File: src/rtl/fe_codec_regs.vh
// Constants for the 100 Mb/s 4B/5B transmit codec and its receive decoder
`ifndef FE_CODEC_REGS_VH
`define FE_CODEC_REGS_VH
// Control code groups
`define GRP_IDLE 5'h1f
`define GRP_J 5'h18
`define GRP_K 5'h11
`define GRP_T 5'h0d
`define GRP_R 5'h07
// Nibble that stands for each half of the start delimiter
`define NIB_PREAMBLE 4'h5
// Symbol clocks per code group, and the last count of the group divider
`define GRP_BITS 3'h5
`define GRP_LAST 3'h4
`define GRP_TAKE 3'h3
// Low seed bits, kept non-zero so the scrambler never locks up
`define SEED_LOW 6'h2b
// Line levels of the three-level coder
`define MLT_ZERO 2'h0
`define MLT_PLUS 2'h1
`define MLT_MINUS 2'h3
`endif

File: src/rtl/fast_ethernet_4b5b_tx_codec.v
// 4B/5B transmit coder with framing, line coding and a receive group decoder
`include "fe_codec_regs.vh"
// Operation
// Nibbles 0 to 7 map to 11110,01001,10100,10101,01010,01011,01110,01111.
// Nibbles 8 to F map to 10010,10011,10110,10111,11010,11011,11100,11101.
// First preamble byte of a frame is replaced by J then K.
// Transmit enable falling ends the frame with T then R.
// Idle groups fill every gap until the next frame starts.
// Received J decodes as 0101 only after idle, else receive error.
// Received K decodes as 0101 only after J, else receive error.
// Carrier drops only on T then R; lone T or R gives error.
// Invalid group while data valid raises receive error.
// Control groups inside frame data count as invalid with error.
// Scrambler seed comes from the PHY address.
// Scrambled bits are NRZI coded, then three-level coded.
// Three-level coder steps level on one, holds on zero.
// All groups are serialized and that stream feeds the scrambler.
// Scrambler is 11-stage LFSR, taps 9 and 11, never all zero.
// Groups go out leftmost bit first, one bit per symbol clock.
module fast_ethernet_4b5b_tx_codec (
  // Clock and reset
  input wire clock_i,
  input wire srst_i,
  // Configuration
  input wire [4:0] phy_addr_i,
  // Transmit nibbles from the controller
  input wire tx_en_i,
  input wire [3:0] txd_i,
  output reg tx_take_o,
  // Line
  output wire [1:0] mlt3_o,
  // Received code groups
  input wire rx_group_en_i,
  input wire [4:0] rx_group_i,
  // Receive nibbles to the controller
  output reg [3:0] rxd_o,
  output reg rx_dv_o,
  output reg rx_er_o,
  output reg crs_o
);

  localparam [3:0] ST_IDLE = 4'b0001;
  localparam [3:0] ST_K = 4'b0010;
  localparam [3:0] ST_DATA = 4'b0100;
  localparam [3:0] ST_R = 4'b1000;

  reg [3:0] state_q;
  reg [2:0] cnt_q;
  reg [4:0] shift_q;
  reg [4:0] prev_q;
  reg t_pend_q;
  reg [4:0] dec;
  wire load;

  // ------------------------------------------------------------
  // Code tables
  // ------------------------------------------------------------
  function [4:0] encode;
    input [3:0] nib;
    begin
      case (nib)
        4'h0: encode = 5'h1e;
        4'h1: encode = 5'h09;
        4'h2: encode = 5'h14;
        4'h3: encode = 5'h15;
        4'h4: encode = 5'h0a;
        4'h5: encode = 5'h0b;
        4'h6: encode = 5'h0e;
        4'h7: encode = 5'h0f;
        4'h8: encode = 5'h12;
        4'h9: encode = 5'h13;
        4'ha: encode = 5'h16;
        4'hb: encode = 5'h17;
        4'hc: encode = 5'h1a;
        4'hd: encode = 5'h1b;
        4'he: encode = 5'h1c;
        default: encode = 5'h1d;
      endcase
    end
  endfunction

  // Top bit flags a data group; control and invalid groups return 0
  always @* begin
    case (rx_group_i)
      5'h1e: dec = 5'h10;
      5'h09: dec = 5'h11;
      5'h14: dec = 5'h12;
      5'h15: dec = 5'h13;
      5'h0a: dec = 5'h14;
      5'h0b: dec = 5'h15;
      5'h0e: dec = 5'h16;
      5'h0f: dec = 5'h17;
      5'h12: dec = 5'h18;
      5'h13: dec = 5'h19;
      5'h16: dec = 5'h1a;
      5'h17: dec = 5'h1b;
      5'h1a: dec = 5'h1c;
      5'h1b: dec = 5'h1d;
      5'h1c: dec = 5'h1e;
      5'h1d: dec = 5'h1f;
      default: dec = 5'h00;
    endcase
  end

  // ------------------------------------------------------------
  // Group divider and framing
  // ------------------------------------------------------------
  assign load = (cnt_q == `GRP_LAST);

  always @(posedge clock_i) begin
    if (srst_i) begin
      cnt_q <= 3'h0;
      tx_take_o <= 1'b0;
      state_q <= ST_IDLE;
      shift_q <= `GRP_IDLE;
    end else begin
      cnt_q <= load ? 3'h0 : cnt_q + 3'h1;
      // Pulse lines up with the cycle the nibble is sampled
      tx_take_o <= (cnt_q == `GRP_TAKE);
      if (load) begin
        case (state_q)
          ST_IDLE: begin
            if (tx_en_i) begin
              shift_q <= `GRP_J;
              state_q <= ST_K;
            end else begin
              shift_q <= `GRP_IDLE;
            end
          end
          ST_K: begin
            // Second preamble nibble is consumed by K
            shift_q <= `GRP_K;
            state_q <= ST_DATA;
          end
          ST_DATA: begin
            if (tx_en_i) begin
              shift_q <= encode(txd_i);
            end else begin
              shift_q <= `GRP_T;
              state_q <= ST_R;
            end
          end
          ST_R: begin
            // A frame that starts here loses its first nibble; the
            // controller's gap keeps this from happening in practice
            shift_q <= `GRP_R;
            state_q <= ST_IDLE;
          end
          default: begin
            shift_q <= `GRP_IDLE;
            state_q <= ST_IDLE;
          end
        endcase
      end else begin
        shift_q <= {shift_q[3:0], 1'b0};
      end
    end
  end

  // ------------------------------------------------------------
  // Line coding
  // ------------------------------------------------------------
  line_coder u_line (
    .clock_i(clock_i),
    .srst_i(srst_i),
    .phy_addr_i(phy_addr_i),
    .bit_i(shift_q[4]),
    .mlt3_o(mlt3_o)
  );

  // ------------------------------------------------------------
  // Receive group decoder
  // ------------------------------------------------------------
  always @(posedge clock_i) begin
    if (srst_i) begin
      prev_q <= `GRP_IDLE;
      t_pend_q <= 1'b0;
      rxd_o <= 4'h0;
      rx_dv_o <= 1'b0;
      rx_er_o <= 1'b0;
      crs_o <= 1'b0;
    end else if (rx_group_en_i) begin
      prev_q <= rx_group_i;
      t_pend_q <= 1'b0;
      rx_er_o <= 1'b0;
      if (t_pend_q) begin
        // Verdict on a T waits for the group after it
        if (rx_group_i == `GRP_R) begin
          crs_o <= 1'b0;
          rx_dv_o <= 1'b0;
        end else begin
          rx_er_o <= 1'b1;
        end
      end else if (rx_group_i == `GRP_J) begin
        if (prev_q == `GRP_IDLE && !rx_dv_o) begin
          rxd_o <= `NIB_PREAMBLE;
          crs_o <= 1'b1;
        end else begin
          rx_er_o <= 1'b1;
        end
      end else if (rx_group_i == `GRP_K) begin
        if (prev_q == `GRP_J && crs_o && !rx_dv_o) begin
          rxd_o <= `NIB_PREAMBLE;
          rx_dv_o <= 1'b1;
        end else begin
          rx_er_o <= 1'b1;
        end
      end else if (rx_group_i == `GRP_T) begin
        if (rx_dv_o) begin
          t_pend_q <= 1'b1;
        end else begin
          rx_er_o <= 1'b1;
        end
      end else if (rx_group_i == `GRP_R) begin
        rx_er_o <= 1'b1;
      end else if (dec[4]) begin
        rxd_o <= dec[3:0];
      end else if (rx_dv_o) begin
        // Idle and other non-data groups inside a frame are invalid
        rx_er_o <= 1'b1; // see R9
      end
    end
  end

endmodule // fast_ethernet_4b5b_tx_codec

File: src/rtl/line_coder.v
// Scrambler, NRZI coder and three-level coder for the serial bit stream
`include "fe_codec_regs.vh"
module line_coder (
  // Clock and reset
  input wire clock_i,
  input wire srst_i,
  // Seed source
  input wire [4:0] phy_addr_i,
  // Serial code-group bit
  input wire bit_i,
  // Line level
  output reg [1:0] mlt3_o
);

  reg [10:0] lfsr_q;
  reg nrzi_q;
  reg [1:0] phase_q;
  wire scr_bit;
  wire fb;

  // ------------------------------------------------------------
  // Scrambler
  // ------------------------------------------------------------
  assign fb = lfsr_q[10] ^ lfsr_q[8];
  assign scr_bit = bit_i ^ lfsr_q[10];

  always @(posedge clock_i) begin
    if (srst_i) begin
      // Address picks the seed; low bits keep it non-zero
      lfsr_q <= {phy_addr_i, `SEED_LOW};
    end else begin
      lfsr_q <= {lfsr_q[9:0], fb};
    end
  end

  // ------------------------------------------------------------
  // NRZI then three-level coding
  // ------------------------------------------------------------
  always @(posedge clock_i) begin
    if (srst_i) begin
      nrzi_q <= 1'b0;
      phase_q <= 2'h0;
      mlt3_o <= `MLT_ZERO;
    end else begin
      // NRZI toggles on each scrambled one
      nrzi_q <= nrzi_q ^ scr_bit;
      // One NRZI bit steps the line to its next level, zero holds it
      if (nrzi_q) begin
        phase_q <= phase_q + 2'h1;
        case (phase_q + 2'h1)
          2'h1: mlt3_o <= `MLT_PLUS;
          2'h3: mlt3_o <= `MLT_MINUS;
          default: mlt3_o <= `MLT_ZERO;
        endcase
      end
    end
  end

endmodule // line_coder

File: config.mk
export PLATFORM = sky130hd
export DESIGN_NAME = fast_ethernet_4b5b_tx_codec
export DESIGN_NICKNAME = d
export VERILOG_FILES = /design/src/rtl/fast_ethernet_4b5b_tx_codec.v /design/src/rtl/line_coder.v
export VERILOG_INCLUDE_DIRS = /design/src /design/src/rtl
export SDC_FILE = /design/constraint.sdc
export NUM_CORES = 1
export LEC_CHECK = 0
export BUFFER_PORTS_ARGS = -buffer_cell sky130_fd_sc_hd__buf_4
export CORE_AREA = 2 2 80 82
export DETAILED_ROUTE_END_ITERATION = 6
export DIE_AREA = 0 0 82 84
export RECOVER_POWER = 25
export SLEW_MARGIN = 20
export SYNTH_ARGS = -nofsm -noshare
export SYNTH_HDL_FRONTEND = slang
export SYNTH_SLANG_ARGS = --single-unit
File: constraint.sdc
create_clock -name clock_i -period 2.7 [get_ports clock_i]
set_input_delay 0.27 -clock clock_i [delete_from_list [all_inputs] [get_ports clock_i]]
set_output_delay 0.27 -clock clock_i [all_outputs]
set_load 0.03 [all_outputs]
==> flow_summary.ini, run 1 <==
[yosys]
synth_seq_cells = 42
yosysUniqueCellTypes = 49
netlist_area_mm2 = 0.00206
synth_top_area_share_pct = 40.8
synth_nets = 259
netlist.top_cell.by_area = dfxtp_1
ys_seq_area_share_pct = 40.8
synth_area_per_cell_um2 = 8.85
synth-edff-count = 0
ys.warnings.count = 0
netlist_instances = 233
ys.flop_type = dfxtp_1
synthTopCellsByArea = dfxtp_1, ha_1, nor2_1, mux2_2, o21ai_0
synthArstFlopShare_pct = 0

[setup_path]
worstReg2RegStart = crs_o
worst_setup_path_start_kind = input pin
critPathArrivalTime_ps = 1910
required_ps = 2810
end_kind = flop
r2r_cells = 5
cp_max_fo = 41
startpoint = srst_i
worstSetupPathType = in -> reg

[floorplanning]
coreArea_mm2 = 0.00610
die_h_um = 84
fp-row-count = 29
die_w_um = 82
initial_core_util_pct = 33.8
die_area_mm2 = 0.00689
ios = 28

[cts]
cts_buffer_depth = 2
path_clk_slew_ps = 90
clk_latency_ps = 290
cts_inserted_buffers = 5
ctsHoldBuffers = 0
cts-root-buf = clkbuf_8
h-tree-depth = 2
post_cts_resized = 0
cts_setup_buffers = 0
cts_tree = done
cts_sinks = 42

[global_route]
grt_use_total_pct = 12.0
grt_start_max_net_pins = 42
antenna_found_initial = 0
grt_pass1_wl_um = 6560
grt_overflow = 0
grt_pass1_vias = 1506

[route]
wl_per_cell_um = 12.0
drtPass1Iterations = 4
post-route-drc-count = 0
antenna_left = 0
drtIter0Drc = 69
via_per_inst = 5.06
num_vias = 1671
routed_wl_um = 3950

[sta]
post-route-min-period_ps = 1800
fmax_mhz = 557
worst_pin_slew_ps = 1710
fin_tns_setup_ps = 0
skew_ps = 6.33
slew_headroom_pct = -14.3
post-route-period-util_pct = 66.5
slew_viol_final = 42
hold_viol_final = 0
rsz0062_at_grt = false
setup_violations = 0

[placed_design]
dp.cells = 322
hpwl_um = 2770
portBuffers = 27
globalplace.congestion = 0.841

[finish]
drive_above_1_share_pct = 18.2
antenna_cells = 0
layout.cells.non_filler = 330
syn_to_final_growth_pct = 16.8
nets = 278

[run_status]
violations = max-capacitance violations, max-slew violations
outcome = complete, but fails checks

[pwr]
pwr_density_cell_mw_per_mm2 = 590
irDropWorstVdd_mv = 0.333
finalPower_w = 0.00142
p_leak_nw = 0.965

[run]
maxCapViolations = 1

[hold_path]
min_from = phy_addr_i[0]
min_path_cells = 2
hold_class = in -> reg
power by group:
part           internal [W]  switching, W
clock              0.000282      0.000230
sequential         0.000667     0.0000301
combinational      0.000100      0.000112
total               0.00105      0.000372
cell type report:
cell class,count,area (µm²)
Clock buffer,5,68.8
Clock inverter,3,48.8
Fill cell,639,3690
Inverter,14,52.6
Multi-Input combinational cell,162,1100
Sequential cell,42,841
Tap cell,77,96.3
Timing Repair Buffer,27,199
worst max-delay path, cell delays in order:
cell	delay (ps)
clkbuf_1	1210
nor4b_1	170
o21ai_0	150
o41ai_1	90
routing by layer:
metal / wire length [µm] / vias up / GRT usage, %
met1: 1890 / 779 / 15.1
met2: 1840 / 26 / 19.4
met4: 52 / 0 / 4.55
li1: - / 861 / -
met3: 163 / 5 / 2.92
met5: 0 / - / 0
registers in the layout, indices dropped and copies added (netlist names):
| register | flops |
|---|---|
| rx_dv_o | 1 |
| crs_o | 1 |
| u_line.nrzi_q | 1 |
| u_line.mlt3_o | 2 |
| u_line.phase_q | 2 |
| rx_er_o | 1 |
| t_pend_q | 1 |
| rxd_o | 4 |
| state_q | 4 |
| u_line.lfsr_q | 11 |
| cnt_q | 3 |
| shift_q | 5 |
| prev_q | 5 |
| tx_take_o | 1 |
placed cells by master (no fill, tap or decap), drive strengths merged, types with 7 or more instances in the layout:
cell    netlist  routed
nand2b        7       7
nand2        11      11
inv          14      15
ha            8       8
a21oi        10      10
buf           4      26
a31oi         7       7
o21ai        12      12
nor2         26      26
nor2b         9       9
dfxtp        42      42
cells by family (layout without fill, tap and decap cells):
| family | after synthesis | count (layout) | synth area share, % |
|---|---|---|---|
| DFF | 42 | 42 | 40.8 |
| adders and majority gates | 8 | 8 | 4.85 |
| xor gates and xnor gates | 7 | 7 | 2.97 |
| AOI/OAI and AO/OA | 57 | 57 | 19.2 |
| and+or+nand+nor | 80 | 80 | 21.2 |
| muxes | 10 | 10 | 5.22 |
| buffers and inverters | 29 | 49 | 5.76 |
metrics by stage:
step / worst slack (ps) / hold WS [ps] / util [%] / cell area, µm²
2_1_floorplan: 930 / 369 / - / 2060
3_3_place_gp: 962 / 398 / 37.6 / 2290
3_5_place_dp: 931 / 398 / 37.6 / 2290
4_1_cts: 1010 / 187 / 39.6 / 2410
5_1_grt: 701 / 187 / 39.5 / 2410
6_report: 904 / 194 / 39.5 / 2410
path summary, 6_finish.rpt:
check                           to  slack [ps]
setup reg to reg          rxd_o[2]        1000
setup / recovery          rxd_o[3]         900
hold reg to reg   u_line.lfsr_q[1]         420
hold / removal    u_line.lfsr_q[6]         190
synth_stat cells (all sizes together) (3+ instances only):
cell type / instances
ha: 8
mux2i: 4
nand3b: 3
nand2: 11
a211oi: 4
or2: 3
o21bai: 4
dfxtp: 42
clkbuf: 11
a21oi: 10
nor4b: 3
mux2: 6
xor2: 3
o21ai: 12
a31oi: 7
buf: 4
nor2b: 9
nor3: 5
a211o: 3
xnor2: 4
nor2: 26
nand2b: 7
inv: 14
No activity file was read; power rests on OpenSTA's default activity.
==> run 2: changes to the inputs <==
--- a/config.mk
+++ b/config.mk
@@ -6,6 +6,7 @@
 export SDC_FILE = /design/constraint.sdc
 export NUM_CORES = 1
 export LEC_CHECK = 0
+export ABC_AREA = 1
 export BUFFER_PORTS_ARGS = -buffer_cell sky130_fd_sc_hd__buf_4
 export CORE_AREA = 2 2 80 82
 export DETAILED_ROUTE_END_ITERATION = 6
==> constraint.sdc (replaced) <==
create_clock -name clock_i -period 1.48 [get_ports clock_i]
set_input_delay 0.148 -clock clock_i [delete_from_list [all_inputs] [get_ports clock_i]]
set_output_delay 0.148 -clock clock_i [all_outputs]
set_load 0.03 [all_outputs]
==> run 2 against run 1 <==
  * Core utilization up 1.3 points
  * Clock skew up 3.1 ps
  * Worst hold slack worse by 150 ps
  * Setup slack worse by 740 ps
  * Synthesized cell count up 19%
  * Combinational power up 100%
  * Power up 82%
  * The flow now finishes without violations
  * Global-route usage up 1.7 points
==> flow_summary.ini, run 2 <==
[finish]
fillers = 625
largest-register = u_line.lfsr_q
nets = 336
largest_register_ffs = 11
layout.cells.non_filler = 388
drive_above_1_share_pct = 20.9
final_cell_mix = nand2_1, dfxtp_1, inv_1, nor2_1, buf_4
reg.largest.list = u_line.lfsr_q (11), prev_q (5), shift_q (5)
antenna_cells = 0
final_common_cell = nand2_1
finalCoreUtilization_pct = 40.8
syn_to_final_growth_pct = 19.9

[cts]
cts_buffer_depth = 2
cts_tree = done
cts_inserted_buffers = 5
post_cts_resized = 0
path_clk_slew_ps = 80
ctsHoldBuffers = 0
cts-root-buf = clkbuf_8
cts_sinks = 42
cts_setup_buffers = 0
clk_latency_ps = 290
h-tree-depth = 2

[pwr]
p_leak_nw = 1.15
internal_power_w = 0.00188
irDropWorstVdd_mv = 0.389
pwr-share-seq_pct = 48.6
combPwrFrac_pct = 16.5
clkPwrFrac_pct = 34.9
p_sw_share_pct = 27.1
power_switching_w = 0.000699
pwr_density_cell_mw_per_mm2 = 1040

[floorplanning]
initial_core_util_pct = 34.0
fp-row-count = 29
die_area_mm2 = 0.00689
die_h_um = 84
die_w_um = 82
coreArea_mm2 = 0.00610
ios = 28

[setup_path]
worstSetupPathType = reg -> reg
startpoint = cnt_q[0]
regToRegSetupSlack_ps = 170
worst_setup_path_start_kind = flop
r2r_cells = 8
cp_max_fo = 7
critPathArrivalTime_ps = 1500
worstReg2RegStart = cnt_q[0]
rr_endpoint = shift_q[3]
end_kind = flop
required_ps = 1660
worstSetupEndpoint = shift_q[3]

[yosys]
synth-compound-area-share_pct = 13.8
synthXorXnorAreaFrac_pct = 0.422
synth_nets = 304
ys_seq_area_share_pct = 40.5
netlist.top_cell.by_area = dfxtp_1
synthArstFlopShare_pct = 0
synth-edff-count = 0
netlist_instances = 278
synth-simple-area-share_pct = 31.2
yosysUniqueCellTypes = 34
synth_area_per_cell_um2 = 7.46
netlist_top_cells_count = nand2_1, dfxtp_1, inv_1
ys.warnings.count = 0
ys.flop_type = dfxtp_1
muxShareOfSynthArea_pct = 0
netlist_area_mm2 = 0.00207
synthAdderAreaFrac_pct = 4.83
synth_top_area_share_pct = 40.5
synthTopCellsByArea = dfxtp_1, nand2_1, inv_1, nor2_1, ha_1
yosysMostFrequentCell = nand2_1
synth_seq_cells = 42
synth_top_family_by_area = simple AND/OR/NAND/NOR gates

[sta]
worst_pin_slew_ps = 775
setup_violations = 0
fmax_mhz = 760
setup_ws_ps = 165
post-route-period-util_pct = 88.8
rsz0062_at_grt = false
post-route-min-period_ps = 1310
slew_viol_final = 0
fin_tns_setup_ps = 0
hold_viol_final = 0
slew_headroom_pct = 48.3
skew_ps = 9.38

[route]
post-route-drc-count = 0
drtIter0Drc = 122
num_vias = 1816
wl_per_cell_um = 11.0
drtPass1Iterations = 4
via_per_inst = 4.68
routed_wl_um = 4280
antenna_left = 0

[global_route]
grt_use_total_pct = 13.7
grt_pass1_vias = 1674
grt_pass1_wl_um = 7340
grt_overflow = 0
antenna_found_initial = 0
grt_start_max_net_pins = 18

[run]
maxCapViolations = 0

[placed_design]
dp.cells = 380
globalplace.congestion = 0.813
hpwl_um = 3220
dp_slack_ps = 78.9
portBuffers = 27

[run_status]
outcome = finished, final reports clean

[hold_path]
min_from = phy_addr_i[1]
hold_class = in -> reg
## run 2: cell types whose count changed after synthesis, moves of 5 or more
cell,before,now
inv_1,14,38
nand2_1,11,54
mux2_2,6,0
clkbuf_1,11,3
nor2b_1,9,0
o21ai_0,12,20
nand4_1,0,5
nand2b_1,7,0
nand3_1,1,15
a21oi_1,10,16
## run 2: power by group through the flow
stage | registers (W) | clock network [W] | logic [W]
final | 0.00125 | 0.000901 | 0.000426
after global routing | 0.00126 | 0.000997 | 0.000489
after CTS | 0.00126 | 0.000937 | 0.000431
after detailed placement | 0.00128 | 0 | 0.000429
after global placement | 0.00128 | 0 | 0.000424
after floorplan | 0.00131 | 0 | 0.000255
## run 2: per-stage QoR
| step | area (µm²) | power, W | hold slack [ps] |
|---|---|---|---|
| final | 2490 | 0.00258 | 42.7 |
| after CTS | 2480 | 0.00262 | 38.2 |
| after global routing | 2490 | 0.00275 | 37.3 |
| after floorplan | 2070 | 0.00156 | 248 |
| after global placement | 2370 | 0.00170 | 343 |
| after detailed placement | 2370 | 0.00171 | 351 |
## run 2: layout make-up
type                    count  area (µm²)  area share, %
inverters                  44         168           6.74
repair buffers             30         218           8.75
clock buffers               6        72.6           2.92
well taps                  77        96.3           3.87
multi-input cells         187        1050           42.4
clock inverters             2        37.5           1.51
flip-flops and latches     42         841           33.8
## run 2: worst min path at each step
stage / to / cells past startpoint
5_1_grt: u_line.lfsr_q[7] / 3
2_1_floorplan: prev_q[0] / 1
3_5_place_dp: u_line.lfsr_q[7] / 3
4_1_cts: u_line.lfsr_q[7] / 3
6_report: u_line.lfsr_q[7] / 3
3_3_place_gp: u_line.lfsr_q[7] / 3
## run 2: metal layers
layer | GRT usage [%] | share of wire, % | routed length [µm]
met3 | 4.33 | 5.4 | 230
met2 | 21.5 | 45 | 1920
met5 | 0 | 0 | 0
met1 | 17.7 | 49 | 2090
met4 | 4.09 | 0.91 | 39
## run 2: logic make-up (layout without fill, tap and decap cells)
group / Yosys count / count (layout)
AOI/OAI and AO/OA: 50 / 50
xor gates and xnor gates: 1 / 1
adders and majority gates: 8 / 8
buffers and inverters: 49 / 82
DFF: 42 / 42
and+or+nand+nor: 128 / 128
## run 2: critical path: stages (launching register included)
cell and delay [ps]:
dfxtp_1 360, inv_1 50, ha_1 190, nand2_1 80, inv_1 70, nor2_1 120, inv_1 130, o21ai_0 160
inv_1 50
==> run 3: changes to the inputs <==
--- a/config.mk
+++ b/config.mk
@@ -7,11 +7,10 @@
 export NUM_CORES = 1
 export LEC_CHECK = 0
 export ABC_AREA = 1
-export BUFFER_PORTS_ARGS = -buffer_cell sky130_fd_sc_hd__buf_4
 export CORE_AREA = 2 2 80 82
 export DETAILED_ROUTE_END_ITERATION = 6
 export DIE_AREA = 0 0 82 84
-export RECOVER_POWER = 25
+export DONT_BUFFER_PORTS = 1
 export SLEW_MARGIN = 20
 export SYNTH_ARGS = -nofsm -noshare
 export SYNTH_HDL_FRONTEND = slang
==> run 3 against run 2 <==
  * Largest cell class unchanged
  * Flip-flop and latch count is the same
  * Final area down 4.8%
  * Setup slack improved by 8.0 ps
  * Critical endpoint is now shift_q[2]
  * Critical path depth stayed put
  * Sequential power is 3% higher
  * Power fell by 8.6%
  * Largest power group unchanged
  * Via count fell by 3.2%
  * Combinational power shrank 24%
  * Core utilization fell by 2.0 points
==> flow_summary.ini, run 3 (same netlist as run 2, synthesis figures left out) <==
[finish]
fillers = 652
antenna_cells = 0
multi_input_area_mm2 = 0.00105
layout.cells.non_filler = 372
largest-register = u_line.lfsr_q
fin_area_mm2 = 0.00237
syn_to_final_growth_pct = 14.1
nets = 320
seqCellArea_um2 = 841
largest_register_ffs = 11
final_common_cell = nand2_1
drive_above_1_share_pct = 14.2
final_cell_mix = nand2_1, dfxtp_1, inv_1, nor2_1, o21ai_0
reg.largest.list = u_line.lfsr_q (11), prev_q (5), shift_q (5)

[floorplanning]
initial_core_util_pct = 34.0
fp-row-count = 29
die_h_um = 84
ios = 28
die_w_um = 82
die_area_mm2 = 0.00689
coreArea_mm2 = 0.00610

[sta]
worst_pin_slew_ps = 755
skew_ps = 15.9
post-route-period-util_pct = 88.3
fmax_mhz = 765
slew_viol_final = 0
setup_violations = 0
hold_viol_final = 0
post-route-min-period_ps = 1310
slew_headroom_pct = 49.5
fin_tns_setup_ps = 0
hold_slack_ps = 11.3
rsz0062_at_grt = false

[setup_path]
critPathBufInv = 1
path_depth = 8
end_kind = flop
required_ps = 1680
slowest_stage = dfxtp_1
worstReg2RegStart = state_q[2]
cp_max_fo = 3
crit_chain = nor2_1, nand3_1, nand2_1, nor2_1, nor2_1, nand3_1, o21ai_0, inv_1
regToRegSetupSlack_ps = 170
worstSetupPathType = reg -> reg
cp_top_family = simple AND/OR/NAND/NOR gates
rr_endpoint = shift_q[2]
worstSetupEndpoint = shift_q[2]
worst_setup_path_start_kind = flop
critPathArrivalTime_ps = 1510
startpoint = state_q[2]
r2r_cells = 8
critPathMaxStageDelay_ps = 330
cp_common_cell = nor2_1

[pwr]
irDropWorstVdd_mv = 0.389
pwr_density_cell_mw_per_mm2 = 996
p_leak_nw = 1.06

[placed_design]
dp.cells = 356
portBuffers = 0
placed_cell_area_mm2 = 0.00219
hpwl_um = 3130
globalplace.congestion = 0.827

[route]
via_per_inst = 4.72
antenna_left = 0
wl_per_cell_um = 11.5
post-route-drc-count = 0
drtPass1Iterations = 4
drtIter0Drc = 63
routed_wl_um = 4270
num_vias = 1757

[cts]
h-tree-depth = 2
path_clk_slew_ps = 90
cts_inserted_buffers = 5
cts_sinks = 42
cts_tree = done
clk_latency_ps = 300
cts_buffer_depth = 2
cts_setup_buffers = 0
cts-root-buf = clkbuf_8

[global_route]
grt_pass1_vias = 1626
grt_use_total_pct = 13.4
grt_pass1_wl_um = 7220
antenna_found_initial = 0
grt_overflow = 0
grt_start_max_net_pins = 20

[hold_path]
hold_class = in -> reg

[run_status]
outcome = finished, final reports clean

[run]
maxCapViolations = 0
[run 3: stage by stage]
step	util [%]	worst slack [ps]	power (W)
finish	38.8	173	0.00236
global route	38.8	5.78	0.00251
CTS	38.8	106	0.00239
detailed placement	36.0	125	0.00162
global placement	36.0	199	0.00161
floorplan	-	108	0.00156
[run 3: worst min-delay path by stage]
| stage | from | end | slack (ps) | depth (start not counted) |
|---|---|---|---|---|
| 2_1_floorplan | rx_group_en_i | prev_q[0] | 250 | 1 |
| 3_3_place_gp | srst_i | rxd_o[3] | 220 | 1 |
| 3_5_place_dp | srst_i | rxd_o[3] | 220 | 1 |
| 4_1_cts | rx_group_en_i | prev_q[1] | 0.6 | 2 |
| 5_1_grt | rx_group_en_i | prev_q[1] | 10 | 2 |
| 6_report | rx_group_en_i | prev_q[1] | 10 | 2 |
[run 3: layout make-up]
cell class / count / share of cell area [%]
Clock buffer: 5 / 2.91
Clock inverter: 3 / 0.899
Inverter: 44 / 7.08
Multi-Input combinational cell: 187 / 44.2
Sequential cell: 42 / 35.5
Tap cell: 77 / 4.07
Timing Repair Buffer: 14 / 5.29
[run 3: report_power, final]
group          internal, W  total (W)  switching, W
registers          0.00122    0.00129     0.0000762
logic             0.000128   0.000323      0.000194
clock network     0.000332   0.000743      0.000411
[run 3: timing repair]
item / CTS / global route
resized for setup: 0 / 1
setup endpoints to repair: 0 / 2
hold endpoints to repair: 18 / 0
hold buffers: 8 / 0
[run 3: layer usage]
metal	vias to the layer above	share of wire, %	track usage [%]
met2	29	42	19.7
met3	5	5.0	4.22
met1	794	52	18.4
met4	0	1.5	4.55
li1	929	-	-
met5	-	0	0
